**config.mk**
```make
export PLATFORM = sky130hd
export DESIGN_NAME = cpu_register_file_and_flags
export DESIGN_NICKNAME = d
export VERILOG_FILES = /design/src/include/cpu_regs_pkg.sv /design/src/cpu_register_file_and_flags.sv
export VERILOG_INCLUDE_DIRS = /design/src /design/src/include
export SDC_FILE = /design/constraint.sdc
export NUM_CORES = 1
export LEC_CHECK = 0
export ABC_CLOCK_PERIOD_IN_PS = 3300
export BUFFER_PORTS_ARGS = -buffer_cell sky130_fd_sc_hd__buf_4
export CAP_MARGIN = 10
export CORE_MARGIN = 10
export CORE_UTILIZATION = 58
export DETAILED_ROUTE_END_ITERATION = 8
export PLACE_DENSITY_LB_ADDON = 0.12
export SLEW_MARGIN = 10
export SYNTH_ARGS = -nofsm -noshare
export SYNTH_HDL_FRONTEND = slang
export SYNTH_SLANG_ARGS = --single-unit
```
**constraint.sdc**
```tcl
create_clock -name clk -period 3.3 [get_ports clk]
set_input_delay 0.165 -clock clk [delete_from_list [all_inputs] [get_ports clk]]
set_output_delay 0.165 -clock clk [all_outputs]
set_load 0.01 [all_outputs]
```
**src/include/cpu_regs_regs.svh**
```systemverilog
// Register offsets, field positions, reset values and counts for the CPU register file.
// Assumes inclusion by bare name with include guard.
`ifndef CPU_REGS_REGS_SVH
`define CPU_REGS_REGS_SVH
`define ADDR_FLAGS 8'h00
`define ADDR_ACC 8'h04
`define ADDR_BC 8'h08
`define ADDR_DE 8'h0C
`define ADDR_HL 8'h10
`define ADDR_IXR 8'h14
`define ADDR_IYR 8'h18
`define ADDR_SPR 8'h1C
`define ADDR_PCR 8'h20
`define ADDR_VEC 8'h24
`define ADDR_CNT 8'h28
`define ADDR_CTRL 8'h2C
`define ADDR_EA 8'h30
`define ADDR_SEL 8'h34
`define FLG_SIGN 7
`define FLG_ZERO 6
`define FLG_HALF 4
`define FLG_PV 2
`define FLG_SUB 1
`define FLG_CARRY 0
`define FLG_DEF_MASK 8'hD7
`define RST_BYTE 8'h00
`define RST_WORD 16'h0000
`define CNT_LOW_MASK 8'h7F
`define CTRL_FETCH 0
`define CTRL_SWAP 1
`define CTRL_EXEC 2
`define CTRL_WIDE 3
`endif

```
**src/include/cpu_regs_pkg.sv**
```systemverilog
// Types for the CPU register file: operation classes, addressing modes and state.
// Assumes the _regs.svh header supplies all numbers.
package cpu_regs_pkg;
    typedef enum logic [2:0] {
        OP_ADD = 3'h0, OP_SUB = 3'h1, OP_LOGIC = 3'h2, OP_SHIFT = 3'h3, OP_NONE = 3'h4
    } op_class_t;
    typedef enum logic [2:0] {
        AM_IMPLIED = 3'h0, AM_REG_DIRECT = 3'h1, AM_REG_INDIRECT = 3'h2, AM_INDEXED = 3'h3,
        AM_EXTENDED = 3'h4, AM_IMMEDIATE = 3'h5, AM_RELATIVE = 3'h6, AM_IO = 3'h7
    } addr_mode_t;
    typedef enum logic [1:0] {
        FT_WW = 2'h0, FT_XX = 2'h1, FT_YY = 2'h2, FT_ZZ = 2'h3
    } pair_field_t;
    typedef enum logic [1:0] {
        BUS_IDLE = 2'b01, BUS_DONE = 2'b10
    } bus_state_t;
    typedef struct packed {
        logic [7:0] acc;
        logic [7:0] flags;
        logic [15:0] bc;
        logic [15:0] de;
        logic [15:0] hl;
        logic [7:0] acc_alt;
        logic [7:0] flags_alt;
        logic [15:0] bc_alt;
        logic [15:0] de_alt;
        logic [15:0] hl_alt;
        logic [7:0] vec_base;
        logic [7:0] instr_cnt;
        logic [15:0] ixr;
        logic [15:0] iyr;
        logic [15:0] sp;
        logic [15:0] pc;
        logic [7:0] ctrl;
        logic [7:0] sel;
        logic [15:0] ea;
        logic [31:0] rdata;
        bus_state_t bus;
    } state_t;
endpackage : cpu_regs_pkg

```
**src/cpu_register_file_and_flags.sv**
```systemverilog
// CPU register file, condition flags, operand selector decode and Avalon-MM slave.
// Assumes a synchronous Avalon master on clk; datapath results arrive on clk.
//
// Function
// - Vector base register supplies upper byte of vectored interrupt table address.
// - Reset clears the vector base register to zero.
// - Low seven counter bits increment on every opcode fetch cycle.
// - Reset clears the instruction counter to zero.
// - Reset clears the 16-bit stack pointer to zero.
// - Reset clears the program counter so first fetch is at zero.
// - Program counter advances after every fetch to point at next instruction.
// - Sign flag bit 7 takes result top bit.
// - Zero flag bit 6 set for all-zero result, else cleared.
// - Half-carry bit 4 records carry or borrow from low nibble (8-bit) or out of bit 11 (16-bit).
// - Logic operations set parity flag for even count of ones.
// - Arithmetic sets overflow flag when signed range exceeded, 8 or 16 bits.
// - Subtract flag set for subtract, decrement, compare; cleared for add.
// - Carry bit 0 from top-bit carry or borrow; shifts also change it.
// - Byte select 000-101 is B,C,D,E,H,L; 111 accumulator; 110 none.
// - Pair select 00 BC, 01 DE, 10 HL/IX/IY, 11 SP or AF.
// - Register indirect takes address from BC, DE or HL.
// - Indexed address is index register plus instruction displacement.
// - Eight addressing modes supported by operand logic.
// - Implied mode picks registers from opcode without select field.
// - Alternate set not directly accessible; exchange swaps with primary.
// - Displacement is 8-bit signed, sign-extended before adding.
`include "cpu_regs_regs.svh"
`timescale 1ns/1ps
`default_nettype none
module cpu_register_file_and_flags (
    input wire logic clk,
    input wire logic rst_b,
    input wire logic [7:0] avs_address,
    input wire logic avs_read,
    input wire logic avs_write,
    input wire logic [31:0] avs_writedata,
    input wire logic [3:0] avs_byteenable,
    output logic [31:0] avs_readdata,
    output logic avs_waitrequest,
    input wire logic opcode_fetch_cycle,
    input wire logic [7:0] res_value,
    input wire logic [15:0] res_wide,
    input wire logic [7:0] opnd_a,
    input wire logic [7:0] opnd_b,
    input wire logic [15:0] opnd_wa,
    input wire logic [15:0] opnd_wb,
    input wire logic carry_in,
    input wire cpu_regs_pkg::op_class_t op_class,
    input wire logic res_wide_sel,
    input wire logic flags_update,
    input wire logic shift_carry,
    input wire logic exchange,
    input wire logic [2:0] byte_sel,
    input wire logic [1:0] pair_sel,
    input wire cpu_regs_pkg::pair_field_t pair_field,
    input wire cpu_regs_pkg::addr_mode_t addr_mode,
    input wire logic [1:0] implied_sel,
    input wire logic [7:0] displacement,
    input wire logic [15:0] imm_word,
    output logic [7:0] vector_base,
    output logic [7:0] condition_flags,
    output logic [15:0] operand_addr,
    output logic [7:0] byte_operand,
    output logic byte_sel_valid,
    output logic [15:0] pair_operand,
    output logic [15:0] program_counter,
    output logic [15:0] stack_pointer
);
    import cpu_regs_pkg::*;

    state_t s_q;
    state_t s_d;

    function automatic logic [7:0] byte_pick(input state_t s, input logic [2:0] code);
        unique case (code)
            3'h0: byte_pick = s.bc[15:8];
            3'h1: byte_pick = s.bc[7:0];
            3'h2: byte_pick = s.de[15:8];
            3'h3: byte_pick = s.de[7:0];
            3'h4: byte_pick = s.hl[15:8];
            3'h5: byte_pick = s.hl[7:0];
            3'h6: byte_pick = 8'h00;
            3'h7: byte_pick = s.acc;
        endcase
    endfunction : byte_pick

    function automatic logic [15:0] pair_pick(input state_t s, input logic [1:0] code, input pair_field_t ft);
        unique case (code)
            2'h0: pair_pick = s.bc;
            2'h1: pair_pick = s.de;
            2'h2: pair_pick = (ft == FT_XX) ? s.ixr : ((ft == FT_YY) ? s.iyr : s.hl);
            2'h3: pair_pick = (ft == FT_ZZ) ? {s.acc, s.flags} : s.sp;
        endcase
    endfunction : pair_pick

    function automatic logic [31:0] lane_merge(input logic [31:0] old, input logic [31:0] nw, input logic [3:0] be);
        lane_merge = old;
        for (int i = 0; i < 4; i++) begin
            if (be[i]) begin
                lane_merge[i*8 +: 8] = nw[i*8 +: 8];
            end
        end
    endfunction : lane_merge

    logic [7:0] flags_next;
    logic [15:0] ea_next;
    logic [15:0] res_sel;
    logic [31:0] wmerged;
    logic [31:0] rd_mux;

    // Flag derivation from current datapath result
    always_comb begin
        logic [4:0] nib;
        logic [8:0] b9;
        logic [16:0] w17;
        logic [12:0] w13;
        logic ovf;
        logic cy;
        logic hc;
        nib = 5'h00;
        b9 = 9'h000;
        w17 = 17'h00000;
        w13 = 13'h0000;
        ovf = 1'b0;
        cy = 1'b0;
        hc = 1'b0;
        flags_next = s_q.flags;
        res_sel = res_wide_sel ? res_wide : {8'h00, res_value};
        if (op_class == OP_SUB) begin
            nib = {1'b0, opnd_a[3:0]} - {1'b0, opnd_b[3:0]} - {4'h0, carry_in};
            b9 = {1'b0, opnd_a} - {1'b0, opnd_b} - {8'h00, carry_in};
            w17 = {1'b0, opnd_wa} - {1'b0, opnd_wb} - {16'h0000, carry_in};
            w13 = {1'b0, opnd_wa[11:0]} - {1'b0, opnd_wb[11:0]} - {12'h000, carry_in};
        end else begin
            nib = {1'b0, opnd_a[3:0]} + {1'b0, opnd_b[3:0]} + {4'h0, carry_in};
            b9 = {1'b0, opnd_a} + {1'b0, opnd_b} + {8'h00, carry_in};
            w17 = {1'b0, opnd_wa} + {1'b0, opnd_wb} + {16'h0000, carry_in};
            w13 = {1'b0, opnd_wa[11:0]} + {1'b0, opnd_wb[11:0]} + {12'h000, carry_in};
        end
        if (res_wide_sel) begin
            cy = w17[16];
            hc = w13[12];
            ovf = (op_class == OP_SUB) ? ((opnd_wa[15] != opnd_wb[15]) && (w17[15] != opnd_wa[15]))
                                       : ((opnd_wa[15] == opnd_wb[15]) && (w17[15] != opnd_wa[15]));
        end else begin
            cy = b9[8];
            hc = nib[4];
            ovf = (op_class == OP_SUB) ? ((opnd_a[7] != opnd_b[7]) && (b9[7] != opnd_a[7]))
                                       : ((opnd_a[7] == opnd_b[7]) && (b9[7] != opnd_a[7]));
        end
        if (flags_update && op_class != OP_NONE) begin
            flags_next[`FLG_SIGN] = res_wide_sel ? res_wide[15] : res_value[7];
            flags_next[`FLG_ZERO] = (res_sel == 16'h0000);
            unique case (op_class)
                OP_ADD, OP_SUB: begin
                    flags_next[`FLG_HALF] = hc;
                    flags_next[`FLG_PV] = ovf;
                    flags_next[`FLG_SUB] = (op_class == OP_SUB);
                    flags_next[`FLG_CARRY] = cy;
                end
                OP_LOGIC: begin
                    flags_next[`FLG_PV] = ~(^res_value);
                    flags_next[`FLG_SUB] = 1'b0;
                end
                OP_SHIFT: begin
                    flags_next[`FLG_PV] = ~(^res_value);
                    flags_next[`FLG_SUB] = 1'b0;
                    flags_next[`FLG_CARRY] = shift_carry;
                end
                default: begin
                    flags_next[`FLG_SUB] = s_q.flags[`FLG_SUB];
                end
            endcase
        end
    end

    // Operand address formation by addressing mode
    always_comb begin
        ea_next = 16'h0000;
        unique case (addr_mode)
            AM_IMPLIED: begin
                unique case (implied_sel)
                    2'h0: ea_next = {8'h00, s_q.acc};
                    2'h1: ea_next = s_q.ixr;
                    2'h2: ea_next = s_q.sp;
                    2'h3: ea_next = s_q.hl;
                endcase
            end
            AM_REG_DIRECT: ea_next = pair_pick(s_q, pair_sel, pair_field);
            AM_REG_INDIRECT: begin
                unique case (pair_sel)
                    2'h0: ea_next = s_q.bc;
                    2'h1: ea_next = s_q.de;
                    default: ea_next = s_q.hl;
                endcase
            end
            AM_INDEXED: ea_next = (pair_field == FT_YY ? s_q.iyr : s_q.ixr)
                                  + {{8{displacement[7]}}, displacement};
            AM_EXTENDED: ea_next = imm_word;
            AM_IMMEDIATE: ea_next = s_q.pc;
            AM_RELATIVE: ea_next = s_q.pc + {{8{displacement[7]}}, displacement};
            AM_IO: ea_next = {8'h00, s_q.bc[7:0]};
        endcase
    end

    always_comb begin
        unique case (avs_address)
            `ADDR_FLAGS: rd_mux = {24'h0, s_q.flags};
            `ADDR_ACC: rd_mux = {24'h0, s_q.acc};
            `ADDR_BC: rd_mux = {16'h0, s_q.bc};
            `ADDR_DE: rd_mux = {16'h0, s_q.de};
            `ADDR_HL: rd_mux = {16'h0, s_q.hl};
            `ADDR_IXR: rd_mux = {16'h0, s_q.ixr};
            `ADDR_IYR: rd_mux = {16'h0, s_q.iyr};
            `ADDR_SPR: rd_mux = {16'h0, s_q.sp};
            `ADDR_PCR: rd_mux = {16'h0, s_q.pc};
            `ADDR_VEC: rd_mux = {24'h0, s_q.vec_base};
            `ADDR_CNT: rd_mux = {24'h0, s_q.instr_cnt};
            `ADDR_CTRL: rd_mux = {24'h0, s_q.ctrl};
            `ADDR_EA: rd_mux = {16'h0, s_q.ea};
            `ADDR_SEL: rd_mux = {16'h0, s_q.sel, byte_pick(s_q, byte_sel)};
            default: rd_mux = 32'h0000_0000;
        endcase
    end

    assign wmerged = lane_merge(rd_mux, avs_writedata, avs_byteenable);

    always_comb begin
        logic fetch;
        logic swap;
        fetch = opcode_fetch_cycle | s_q.ctrl[`CTRL_FETCH];
        swap = exchange | s_q.ctrl[`CTRL_SWAP];
        s_d = s_q;
        s_d.ctrl[`CTRL_FETCH] = 1'b0;
        s_d.ctrl[`CTRL_SWAP] = 1'b0;
        s_d.flags = flags_next;
        s_d.ea = ea_next;
        s_d.sel = {5'h00, byte_sel};
        if (fetch) begin
            s_d.instr_cnt = {s_q.instr_cnt[7], 7'(s_q.instr_cnt[6:0] + 7'h01)};
            s_d.pc = s_q.pc + 16'h0001;
        end
        if (swap) begin
            s_d.acc = s_q.acc_alt;
            s_d.flags = s_q.flags_alt;
            s_d.bc = s_q.bc_alt;
            s_d.de = s_q.de_alt;
            s_d.hl = s_q.hl_alt;
            s_d.acc_alt = s_q.acc;
            s_d.flags_alt = flags_next;
            s_d.bc_alt = s_q.bc;
            s_d.de_alt = s_q.de;
            s_d.hl_alt = s_q.hl;
        end
        s_d.rdata = s_q.rdata;
        s_d.bus = BUS_IDLE;
        unique case (s_q.bus)
            BUS_IDLE: begin
                if (avs_read) begin
                    s_d.rdata = rd_mux;
                    s_d.bus = BUS_DONE;
                end else if (avs_write) begin
                    s_d.bus = BUS_DONE;
                end
            end
            BUS_DONE: begin
                // Write lands at the edge where waitrequest is seen low
                s_d.bus = BUS_IDLE;
                if (avs_write) begin
                    unique case (avs_address)
                        `ADDR_FLAGS: s_d.flags = wmerged[7:0];
                        `ADDR_ACC: s_d.acc = wmerged[7:0];
                        `ADDR_BC: s_d.bc = wmerged[15:0];
                        `ADDR_DE: s_d.de = wmerged[15:0];
                        `ADDR_HL: s_d.hl = wmerged[15:0];
                        `ADDR_IXR: s_d.ixr = wmerged[15:0];
                        `ADDR_IYR: s_d.iyr = wmerged[15:0];
                        `ADDR_SPR: s_d.sp = wmerged[15:0];
                        `ADDR_PCR: s_d.pc = wmerged[15:0];
                        `ADDR_VEC: s_d.vec_base = wmerged[7:0];
                        `ADDR_CNT: s_d.instr_cnt = wmerged[7:0];
                        `ADDR_CTRL: s_d.ctrl = wmerged[7:0];
                        default: s_d.rdata = s_q.rdata;
                    endcase
                end
            end
        endcase
    end

    always_ff @(posedge clk or negedge rst_b) begin
        if (!rst_b) begin
            s_q <= '0;
            s_q.bus <= BUS_IDLE;
        end else begin
            s_q <= s_d;
        end
    end

    assign avs_waitrequest = (avs_read | avs_write) && (s_q.bus != BUS_DONE);
    assign avs_readdata = s_q.rdata;
    assign vector_base = s_q.vec_base;
    assign condition_flags = s_q.flags;
    assign operand_addr = s_q.ea;
    assign byte_operand = byte_pick(s_q, byte_sel);
    assign byte_sel_valid = (byte_sel != 3'h6);
    assign pair_operand = pair_pick(s_q, pair_sel, pair_field);
    assign program_counter = s_q.pc;
    assign stack_pointer = s_q.sp;

    property p_cnt_step;
        @(posedge clk) disable iff (!rst_b)
        (opcode_fetch_cycle && !(avs_write && !avs_waitrequest))
            |=> s_q.instr_cnt[6:0] == 7'($past(s_q.instr_cnt[6:0]) + 7'h01)
                && s_q.instr_cnt[7] == $past(s_q.instr_cnt[7]);
    endproperty
    a_cnt_step: assert property (p_cnt_step) else $error("counter step wrong");

    property p_pc_step;
        @(posedge clk) disable iff (!rst_b)
        (opcode_fetch_cycle && !avs_write) |=> program_counter == $past(program_counter) + 16'h0001;
    endproperty
    a_pc_step: assert property (p_pc_step) else $error("pc step wrong");

    property p_zero;
        @(posedge clk) disable iff (!rst_b)
        (flags_update && op_class != OP_NONE && !avs_write && !exchange && !s_q.ctrl[`CTRL_SWAP])
            |=> condition_flags[`FLG_ZERO] == ($past(res_sel) == 16'h0000);
    endproperty
    a_zero: assert property (p_zero) else $error("zero flag wrong");

    property p_sign;
        @(posedge clk) disable iff (!rst_b)
        (flags_update && op_class != OP_NONE && !res_wide_sel && !avs_write && !exchange && !s_q.ctrl[`CTRL_SWAP])
            |=> condition_flags[`FLG_SIGN] == $past(res_value[7]);
    endproperty
    a_sign: assert property (p_sign) else $error("sign flag wrong");

    property p_nflag;
        @(posedge clk) disable iff (!rst_b)
        (flags_update && op_class == OP_SUB && !avs_write && !exchange && !s_q.ctrl[`CTRL_SWAP])
            |=> condition_flags[`FLG_SUB];
    endproperty
    a_nflag: assert property (p_nflag) else $error("subtract flag not set");

    property p_parity;
        @(posedge clk) disable iff (!rst_b)
        (flags_update && op_class == OP_LOGIC && !avs_write && !exchange && !s_q.ctrl[`CTRL_SWAP])
            |=> condition_flags[`FLG_PV] == ~(^$past(res_value));
    endproperty
    a_parity: assert property (p_parity) else $error("parity flag wrong");

    property p_sel110;
        @(posedge clk) disable iff (!rst_b)
        byte_sel == 3'h6 |-> !byte_sel_valid && byte_operand == 8'h00;
    endproperty
    a_sel110: assert property (p_sel110) else $error("code 110 selected a register");

    property p_idx;
        @(posedge clk) disable iff (!rst_b)
        (addr_mode == AM_INDEXED && pair_field == FT_XX)
            |=> operand_addr == $past(s_q.ixr) + {{8{$past(displacement[7])}}, $past(displacement)};
    endproperty
    a_idx: assert property (p_idx) else $error("indexed address wrong");

    property p_wait;
        @(posedge clk) disable iff (!rst_b)
        ((avs_read || avs_write) && avs_waitrequest) |=> !avs_waitrequest;
    endproperty
    a_wait: assert property (p_wait) else $error("bus answer late");
endmodule : cpu_register_file_and_flags
`default_nettype wire

```
==> results of run 1 <==
cell type report:
type	instances	area, um^2
tap	396	495.5
multi-input combinational	1616	10150
timing repair buffer	364	2780
clock inverter	13	162.7
inverter	86	322.8
clock buffer	35	757.0
fill	2482	9593
sequential	253	6332
synthesized netlist by cell type, types with 8 or more instances:
master / instances
sky130_fd_sc_hd__a211oi_1: 39
sky130_fd_sc_hd__a21o_1: 10
sky130_fd_sc_hd__a21oi_1: 102
sky130_fd_sc_hd__a221o_1: 10
sky130_fd_sc_hd__a221oi_1: 12
sky130_fd_sc_hd__a222oi_1: 18
sky130_fd_sc_hd__a22o_1: 12
sky130_fd_sc_hd__a22oi_1: 47
sky130_fd_sc_hd__a31oi_1: 38
sky130_fd_sc_hd__and2_1: 18
sky130_fd_sc_hd__and3_1: 14
sky130_fd_sc_hd__buf_1: 11
sky130_fd_sc_hd__buf_2: 19
sky130_fd_sc_hd__buf_4: 97
sky130_fd_sc_hd__clkbuf_1: 99
sky130_fd_sc_hd__dfrtp_1: 252
sky130_fd_sc_hd__ha_1: 79
sky130_fd_sc_hd__inv_1: 86
sky130_fd_sc_hd__mux2_2: 57
sky130_fd_sc_hd__mux2i_1: 80
sky130_fd_sc_hd__mux4_2: 13
sky130_fd_sc_hd__nand2_1: 469
sky130_fd_sc_hd__nand2b_1: 10
sky130_fd_sc_hd__nand3_1: 55
sky130_fd_sc_hd__nand4_1: 11
sky130_fd_sc_hd__nor2_1: 127
sky130_fd_sc_hd__nor2b_1: 42
sky130_fd_sc_hd__nor3_1: 22
sky130_fd_sc_hd__nor4_1: 10
sky130_fd_sc_hd__o211ai_1: 12
sky130_fd_sc_hd__o21ai_0: 159
sky130_fd_sc_hd__o22ai_1: 12
sky130_fd_sc_hd__o31ai_1: 8
sky130_fd_sc_hd__xnor2_1: 32
sky130_fd_sc_hd__xor2_1: 12
per-stage QoR:
stage | area (um^2) | utilization [%] | TNS (ps)
2_1_floorplan | 18010 | - | 0
3_3_place_gp | 20010 | 65.40 | -39.06
3_5_place_dp | 20010 | 65.40 | -155.2
4_1_cts | 20990 | 68.60 | 0
5_1_grt | 21000 | 68.64 | 0
6_report | 21000 | 68.64 | 0
critical path: stages, from the launching register on:
cell	delay [ps]
sky130_fd_sc_hd__dfrtp_1	470
sky130_fd_sc_hd__and2_1	190
sky130_fd_sc_hd__a21oi_1	120
sky130_fd_sc_hd__o21ai_0	90
sky130_fd_sc_hd__ha_1	300
sky130_fd_sc_hd__a21oi_1	160
sky130_fd_sc_hd__nor2b_1	70
sky130_fd_sc_hd__a311oi_1	360
sky130_fd_sc_hd__a21oi_1	190
sky130_fd_sc_hd__o211a_1	280
sky130_fd_sc_hd__o211ai_1	170
sky130_fd_sc_hd__nand2_1	100
sky130_fd_sc_hd__or4_1	470
sky130_fd_sc_hd__nand3_1	80
kinds of logic after synthesis:
family | after synthesis
AO/OA/AOI/OAI | 517
XOR/XNOR | 44
other | 1
AND/OR/NAND/NOR | 805
multiplexers | 150
buffers and inverters | 314
adder cells (fa/ha/maj) | 84
flip-flops | 253
state kept, by name, indices dropped and copies added (netlist names):
signal and flops:
stack_pointer 16, avs_readdata 16, condition_flags 8, vector_base 8, s_q 173, program_counter 16, operand_addr 16
per-layer routing:
layer / vias to the layer above / track usage (%) / share of wire [%]
met2: 1223 / 54.36 / 44
met3: 278 / 8.321 / 12
li1: 7862 / - / -
met4: 2 / 17.99 / 5.9
met1: 8451 / 47.20 / 38
met5: - / 0 / 0.015
power breakdown:
part	internal [W]	switching [W]	total, W
combinational	0.000856	0.00121	0.00206
clock	0.00186	0.00135	0.00321
sequential	0.00332	0.000304	0.00362
total	0.00604	0.00286	0.00890
repair_timing:
item / CTS / global route
setup buffers: 0 / 1
gates resized for setup: 0 / 3
setup endpoints to repair: 0 / 2
endpoints found under the hold margin: 107 / 0
hold buffers: 6 / 0
worst paths after layout:
kind | startpoint | endpoint | depth (start not counted)
setup / recovery | s_q[101] | operand_addr[15] | 13
hold / removal | avs_writedata[0] | s_q[242] | 4
setup reg to reg | s_q[101] | operand_addr[15] | 13
hold reg to reg | s_q[187] | s_q[187] | 2
max in group asynchronous | rst_b | s_q[137] | 3
min in group asynchronous | rst_b | operand_addr[10] | 2
==> results.md, run 1 <==
STA:
- The smallest hold slack is 81.16 ps.
- The largest clock skew in the final design is roughly 25 ps.
- The transition time at the pin with the least slew margin is between 1000 and 1500 ps.
- Setup violations remaining at the end of the flow were counted as 0.
- Across all setup checks in the final design, the least slack found is 186.1 ps.
- The smallest clock period supported by the final layout is computed as slightly above 3000 ps.
- The highest achievable clock rate is 321.1 MHz.
- Setup repair after global routing left no endpoint under its margin.
- The worst max-slew margin expressed relative to the limit is 33.02%.
- The number of hold-slack violations in the final timing report is 0.
- In the finished design, the share of the clock period the worst path needs comes to a little over nine tenths.
- The number of max-slew violations in the final report is 0.

Routing:
- The average vias per placed instance is 6.448.
- For this run, design rule violations remaining after detail routing come to 0.
- The starting DRC count in detailed routing is between 2,000 and 2,500.
- The number of search-and-repair iterations in the first detailed-routing pass is 9.
- The via total after detailed routing is approximately 18,000.
- The count of nets left with antenna violations once routing finished came out at 0.
- The final wirelength is 71,420 um.
- Dividing the detail-routed wire length by the instance count gives approximately 26 um.

Setup path:
- The critical path is of the reg -> reg type.
- STA puts the critical path data required time at around 3800 ps.
- The kind of start point of the critical path is a flop.
- The worst setup path is captured at a flop.
- The worst setup slack for register-to-register paths is approximately 190 ps.
- The largest fanout on the critical path is 3.
- Data arrives at the worst endpoint at around 3600 ps.

Logic synthesis:
- The count of flip-flops with a built-in enable after synthesis is 0.
- Yosys printed 0 warnings.
- After synthesis the cells add up to approximately 18,000 um^2.
- The xor/xnor cell area share of the yosys netlist is around 2.1%.
- Yosys attributes the largest share of cell area to sky130_fd_sc_hd__dfrtp_1 35%, sky130_fd_sc_hd__nand2_1 9.8%, sky130_fd_sc_hd__ha_1 5.5%, sky130_fd_sc_hd__mux2i_1 4.5%, sky130_fd_sc_hd__o21ai_0 4.4%.
- After synthesis, the share of flip-flops with an asynchronous set or reset is 100.0%.
- The flip-flop cell with the highest count after synthesis is sky130_fd_sc_hd__dfrtp_1.
- The fraction of the mapped netlist area in compound gates is 18.45%.
- The largest area contributor in the synthesized netlist is sky130_fd_sc_hd__dfrtp_1.
- The area fraction in and, or, nand and nor cells after synthesis is approximately a fifth.
- Each instance of the synthesized netlist takes up on average between 8 and 9 um^2.
- Multiplexer cells account for roughly a tenth of the synthesized area.
- The share of the synthesized area in the top cell type is a little over a third.
- Of the synthesized area, sequential elements account for about a third.
- After Yosys synthesis, full adders, half adders and majority gates account for under 10% of the synthesized area.
- After synthesis, the netlist uses 71 different library cells.
- The post-synthesis register bit count is 253.
- Synthesis produced 2,168 cells.
- The dominant combinational cell family by area after synthesis is simple AND/OR/NAND/NOR gates.

Clocking:
- CTS built an H-tree with a depth of 1.
- After clock tree synthesis, the clock-pin slew on the worst setup and hold paths is ~60 ps.
- The clock root buffer master is sky130_fd_sc_hd__clkbuf_16.
- The worst-case clock buffer depth is 3.
- For this design, the sink count on the clock tree is ~250.
- In this run, CTS created clock tree buffers numbering 28.
- The clock latency of the later-clocked register in the worst-skew pair is 570 ps.
- The TritonCTS clock tree is built.

Power:
- The ratio of total power to cell area is about 420 nW/um^2.
- Across the VDD grid, the largest voltage drop is a little under 0.4 mV.
- The analysis attributes to cell leakage a power of 10.18 nW.
- Power comes to 0.008900 W.

Cells and area:
- The top cell types in the final layout, fill and taps aside, are 469 x sky130_fd_sc_hd__nand2_1, 355 x sky130_fd_sc_hd__buf_4, 252 x sky130_fd_sc_hd__dfrtp_1.
- At the end of the flow, the number of nets in the layout was about 2,600.
- The leading cell type in the layout, fill and taps excluded is sky130_fd_sc_hd__nand2_1.
- The area growth from synthesis to layout is 16.94%.
- The number of antenna cells inserted is 0.
- In the final layout, the share of cells above drive strength 1 is 20.79%.
- The final non-filler cell total is roughly 2,800.

Die:
- The floorplan has 64 rows.
- Measured along the y axis, the die boundary spans approximately 200 um.
- The area of the core is slightly above 30,000 um^2.
- The die is 195.9 um wide.
- The total die area is approximately 38,000 um^2.
- The number of top-level pins is around 290.
- The starting utilization of the core area is 58.70%.

GRT:
- The wire length of the first global-routing pass is 106,900 um.
- The total grt overflow is 0.
- The number of antenna violations at the first check in global routing is 3.
- The via count of the first global-routing pass came to 17,390.
- Global routing consumed, over all layers together, between 30% and 40% of the routing resources.
- Entering global routing, the biggest net connects 110 pins.

Status:
- The flow ran to the end, and the final reports show no timing, DRC or antenna violations.

Placement:
- The total placed cells including tap cells is 2,708.
- Port buffering added around 250 buffers.
- At the end of routability-driven placement, the weighted congestion stood at 1.003.
- Timing analysis after detailed placement gives a worst setup slack of -74.27 ps.
- The HPWL after detailed placement is around 54,000 um.

Worst hold path:
- The worst hold path belongs to the class in -> reg.

Run:
- The max capacitance violation total is 0.
(Power assumes the default switching activity.)
==> run 2, diff against run 1 <==
--- a/config.mk
+++ b/config.mk
@@ -6,6 +6,7 @@
 export SDC_FILE = /design/constraint.sdc
 export NUM_CORES = 1
 export LEC_CHECK = 0
+export ABC_AREA = 1
 export ABC_CLOCK_PERIOD_IN_PS = 3300
 export BUFFER_PORTS_ARGS = -buffer_cell sky130_fd_sc_hd__buf_4
 export CAP_MARGIN = 10
==> constraint.sdc (replaced) <==
create_clock -name clk -period 3.3 [get_ports clk]
set_input_delay 0.33 -clock clk [delete_from_list [all_inputs] [get_ports clk]]
set_output_delay 0.33 -clock clk [all_outputs]
set_load 0.01 [all_outputs]
==> results.md, run 2 <==
Status:
- Run status: finished, final reports clean (unchanged).

Clocking:
- The TritonCTS clock tree is built (unchanged).
- The clock transition time at the flip-flop clock pins of the worst setup and hold paths is 60 ps (about the same).
- The clock latency of the later-clocked register in the worst-skew pair is 580 ps (was 570 ps).
- The worst-case clock buffer depth was 3 (unchanged).
- The post-CTS repair timing setup buffer count is 0 (unchanged).
- The clock root buffer master was sky130_fd_sc_hd__clkbuf_16 (unchanged).
- The total CTS buffers is 29 (was 28).
- The clock sink count is 253 (unchanged).
- The number of H-tree levels is 1 (unchanged).

Die:
- The total die area is 38,500 um^2 (was 38,390 um^2).
- The area of the core is 30,590 um^2 (unchanged).
- The height of the chip is 196.2 um (was 195.9 um).
- The starting utilization of the core area was 58.88% (was 58.70%).
- The number of top-level pins came to 287 (unchanged).
- The row count is 64 (unchanged).
- The overall die width was 196.2 um (was 195.9 um).

Logic synthesis:
- The cell area after technology mapping is 18,010 um^2 (was 17,950 um^2).
- The most frequent cell after synthesis is sky130_fd_sc_hd__nand2_1 (unchanged).
- The number of distinct standard cells referenced by the synthesized netlist is 68 (was 71).
- The post-synthesis async set-or-reset flop share is 100.0% (unchanged).
- Dominant cells by area after synthesis: sky130_fd_sc_hd__dfrtp_1 35%, sky130_fd_sc_hd__nand2_1 10%, sky130_fd_sc_hd__o21ai_0 7.1%, sky130_fd_sc_hd__inv_1 6.1%, sky130_fd_sc_hd__ha_1 5.5% (was sky130_fd_sc_hd__dfrtp_1 35%, sky130_fd_sc_hd__nand2_1 9.8%, sky130_fd_sc_hd__ha_1 5.5%, sky130_fd_sc_hd__mux2i_1 4.5%, sky130_fd_sc_hd__o21ai_0 4.4%).
- The count of mapped cells out of synthesis is 2,438 (was 2,168).
- The count of flip-flops with a built-in enable after synthesis is 0 (unchanged).
- Cell types with the highest counts after synthesis: 486 x sky130_fd_sc_hd__nand2_1, 292 x sky130_fd_sc_hd__inv_1, 257 x sky130_fd_sc_hd__o21ai_0 (was 469 x sky130_fd_sc_hd__nand2_1, 252 x sky130_fd_sc_hd__dfrtp_1, 159 x sky130_fd_sc_hd__o21ai_0).
- The share of the synthesized area in the top cell type is 35.01% (was 35.12%).
- The total number of yosys warnings was 0 (unchanged).
- The average size of a mapped cell is 7.388 um^2 (was 8.282 um^2).
- The flip-flop cell with the highest count after synthesis is sky130_fd_sc_hd__dfrtp_1 (unchanged).
- The post-synthesis register bit count came to 253 (unchanged).
- The portion of the post-synthesis area used by sequential elements is 35.16% (was 35.27%).
- The largest area contributor in the synthesized netlist is sky130_fd_sc_hd__dfrtp_1 (unchanged).

Routing:
- The post-detailed-route DRC marker count is 0 (unchanged).
- The number of search-and-repair iterations in the first detailed-routing pass is 6 (was 9).
- The final wirelength is 78,830 um (was 71,420 um).
- The starting DRC count in detailed routing is 3,140 (was 2,436).
- The via total after detailed routing came to 19,570 (was 17,820).
- The average vias per placed instance was 6.432 (was 6.448).
- The post-detailed-route count of antenna-violating nets came to 0 (unchanged).
- The per-cell routed wire length is 25.91 um (was 25.85 um).

Cells and area:
- The most flop-heavy register is s_q (unchanged).
- The final non-filler cell total is 3,043 (was 2,763).
- The share of layout cells above drive strength 1 was 18.02% (was 20.79%).
- The utilization of the core after routing was 68.59% (was 68.64%).
- The final-stage net count is 2,873 (was 2,598).
- The filler cell count was 2,541 (was 2,482).
- The leading cell type in the layout, fill and taps excluded is sky130_fd_sc_hd__nand2_1 (unchanged).
- The layout overhead on the synthesized area is 16.50% (was 16.94%).
- The combined flip-flop and latch cell area is 6332 um^2 (unchanged).
- The final standard cell area without fillers was 20,980 um^2 (was 21,000 um^2).
- The area of combinational cells with multiple inputs is 9430 um^2 (was 10,150 um^2).
- The number of flip-flops under the largest register name is 173 (unchanged).
- The number of antenna cells inserted came to 0 (unchanged).
- Commonest cells after routing, fill and taps aside: 486 x sky130_fd_sc_hd__nand2_1, 328 x sky130_fd_sc_hd__buf_4, 291 x sky130_fd_sc_hd__inv_1 (was 469 x sky130_fd_sc_hd__nand2_1, 355 x sky130_fd_sc_hd__buf_4, 252 x sky130_fd_sc_hd__dfrtp_1).

STA:
- The smallest hold slack is 8.824 ps (was 81.16 ps).
- The final-layout setup total negative slack is 0 ps (unchanged).
- The minimum clock period after layout is 2911 ps (was 3114 ps).
- The number of max-slew violations in the final report is 0 (unchanged).
- RSZ-0062 raised after global routing: no (unchanged).
- The number of hold-slack violations in the final timing report is 0 (unchanged).
- The worst max-slew margin expressed relative to the limit is 14.98% (was 33.02%).
- The final cycle utilization of the critical path is 88.20% (was 94.36%).
- The highest achievable clock rate was 343.6 MHz (was 321.1 MHz).
- The transition time at the pin with the least slew margin is 1275 ps (was 1002 ps).
- The largest clock skew in the final design is 22.68 ps (was 25.34 ps).
- The total of endpoints with negative setup slack in the final report came to 0 (unchanged).

Setup path:
- The type of the setup path with the least slack is reg -> reg (unchanged).
- The worst setup slack for register-to-register paths came to 390 ps (was 190 ps).
- The highest cell delay on the worst timing path was 420 ps (was 470 ps).
- The kind of end point of the critical path is a flop (unchanged).
- The start of the worst register-to-register path is program_counter[0] (was s_q[101]).
- The data arrival time at the worst-slack endpoint came to 3350 ps (was 3610 ps).
- The cell type group with the largest total delay on the critical path is simple AND/OR/NAND/NOR gates (was compound AO/OA/AOI/OAI gates).
- The depth of the worst register-to-register path was 20 (was 13).
- The kind of start point of the critical path is a flop (unchanged).
- The library cell appearing most often on the critical path is sky130_fd_sc_hd__nand2_1 (was sky130_fd_sc_hd__a21oi_1).
- The end of the worst register-to-register path is operand_addr[12] (was operand_addr[15]).
- The largest fanout on the critical path came to 4 (was 3).
- The cell at the slowest stage of the critical path is sky130_fd_sc_hd__dfrtp_1 (unchanged).
- The required time at the endpoint of the critical path came to 3740 ps (was 3790 ps).
- The count of buffer and inverter cells on the critical path is 5 (was 0).
- Critical path cell sequence: inv_1 -> o22ai_1 -> ha_1 -> inv_1 -> fa_1 -> inv_1 -> nand3_1 -> nand2_1 -> nand2_1 -> a31oi_1 -> inv_1 -> nor2_1 -> nor2_1 -> o21ai_0 -> buf_4 -> nand2_1 -> nand2_1 -> nand2_1 -> nand3_1 -> nand3_1 (was and2_1 -> a21oi_1 -> o21ai_0 -> ha_1 -> a21oi_1 -> nor2b_1 -> a311oi_1 -> a21oi_1 -> o211a_1 -> o211ai_1 -> nand2_1 -> or4_1 -> nand3_1).

GRT:
- The maximum number of pins on one net before global-route repair came to 126 (was 110).
- The total grt overflow came to 0 (unchanged).
- The global-route usage over all layers came to 38.83% (was 35.86%).
- The wire length of the first global-routing pass is 115,300 um (was 106,900 um).
- The via count of the first global-routing pass was 18,730 (was 17,390).
- The number of antenna violations at the first check in global routing is 1 (was 3).

Placement:
- The total placed instance area is 19,940 um^2 (was 20,010 um^2).
- The total placed cells including tap cells was 2,986 (was 2,708).
- The global placer's final weighted congestion is 1.104 (was 1.003).
- The sum of net half-perimeters after detailed placement is 61,010 um (was 53,890 um).
- The number of port buffers is 252 (unchanged).

Power:
- The clock network fraction of total power is 32.9% (was 36.1%).
- The portion of total power attributed to combinational logic is 28.6% (was 23.2%).
- The internal power contribution came to 0.006579 W (was 0.006037 W).
- The switching power total is 0.003780 W (was 0.002863 W).
- The largest voltage drop on the vdd net is 0.4840 mV (was 0.3891 mV).
- The switching part of the total power is 36.49% (was 32.17%).
- The leakage power total is 10.10 nW (was 10.18 nW).
- The ratio of total power to cell area is 493.7 nW/um^2 (was 423.9 nW/um^2).
- The portion of total power attributed to sequential cells is 38.4% (was 40.7%).

Worst hold path:
- The path category of the worst min-delay check is in -> reg (unchanged).
- The number of instances on the worst hold path was 1 (was 4).
- The endpoint of the worst hold-timing path is s_q[50] (was s_q[242]).
- The startpoint of the lowest-slack hold path is byte_sel[0] (was avs_writedata[0]).

Run:
- The max capacitance violation total is 0 (unchanged).
-- run 2: power by group through the flow --
stage / sequential (W) / combinational, W / clock, W
6_report: 0.00398 / 0.00296 / 0.00341
5_1_grt: 0.00399 / 0.00318 / 0.00352
4_1_cts: 0.00394 / 0.00287 / 0.00339
3_5_place_dp: 0.00399 / 0.00284 / 0
3_3_place_gp: 0.00397 / 0.00273 / 0
2_1_floorplan: 0.00381 / 0.00182 / 0
-- run 2: how the worst max path moves through the flow --
| stage | startpoint | endpoint | slack, ps | cells past startpoint |
|---|---|---|---|---|
| 2_1_floorplan | pair_field[1] | operand_addr[12] | 60 | 23 |
| 3_3_place_gp | pair_field[0] | operand_addr[3] | 60 | 12 |
| 3_5_place_dp | pair_field[0] | operand_addr[13] | -40 | 16 |
| 4_1_cts | program_counter[0] | operand_addr[12] | 440 | 20 |
| 5_1_grt | program_counter[0] | operand_addr[12] | 60 | 20 |
| 6_report | program_counter[0] | operand_addr[12] | 390 | 20 |
-- run 2: stage by stage --
step	total power, W	worst slack [ps]
finish	0.01036	389.3
global placement	0.006698	58.43
floorplan	0.005623	61.34
CTS	0.01020	438.6
global route	0.01070	58.30
detailed placement	0.006832	-41.14
-- run 2: kinds of logic (layout without fill, tap and decap cells) --
kind of cell	Yosys count	in the layout	share of synthesized area, %
compound gates	728	728	24.27
xor+xnor	21	21	1.021
fa+ha+maj	84	84	6.044
buf+inv	498	692	12.88
flops	253	253	35.16
mux	10	10	0.8337
other cells	1	16	0.02082
simple gates	843	843	19.77
-- run 2: final cells by class --
type                    count  area share (%)
well taps                 396           2.361
flip-flops and latches    253           30.18
inverters                 303           5.462
repair buffers            335           12.24
multi-input cells        1702           44.94
clock buffers              41           4.103
clock inverters            13          0.7156
-- run 2: what timing repair did --
action,CTS,global route
hold buffers,3,0
setup endpoints to repair,0,0
hold endpoints to repair,90,0
resized for setup,0,0
-- run 2: metal layers --
metal | vias to the layer above | routed length (um) | share of wire, % | GRT usage, %
li1 | 8527 | - | - | -
met1 | 9250 | 29600 | 38 | 50.71
met2 | 1512 | 34140 | 43 | 58.39
met3 | 283 | 11530 | 15 | 13.03
met4 | 2 | 3540 | 4.5 | 14.73
met5 | - | 24 | 0.030 | 0
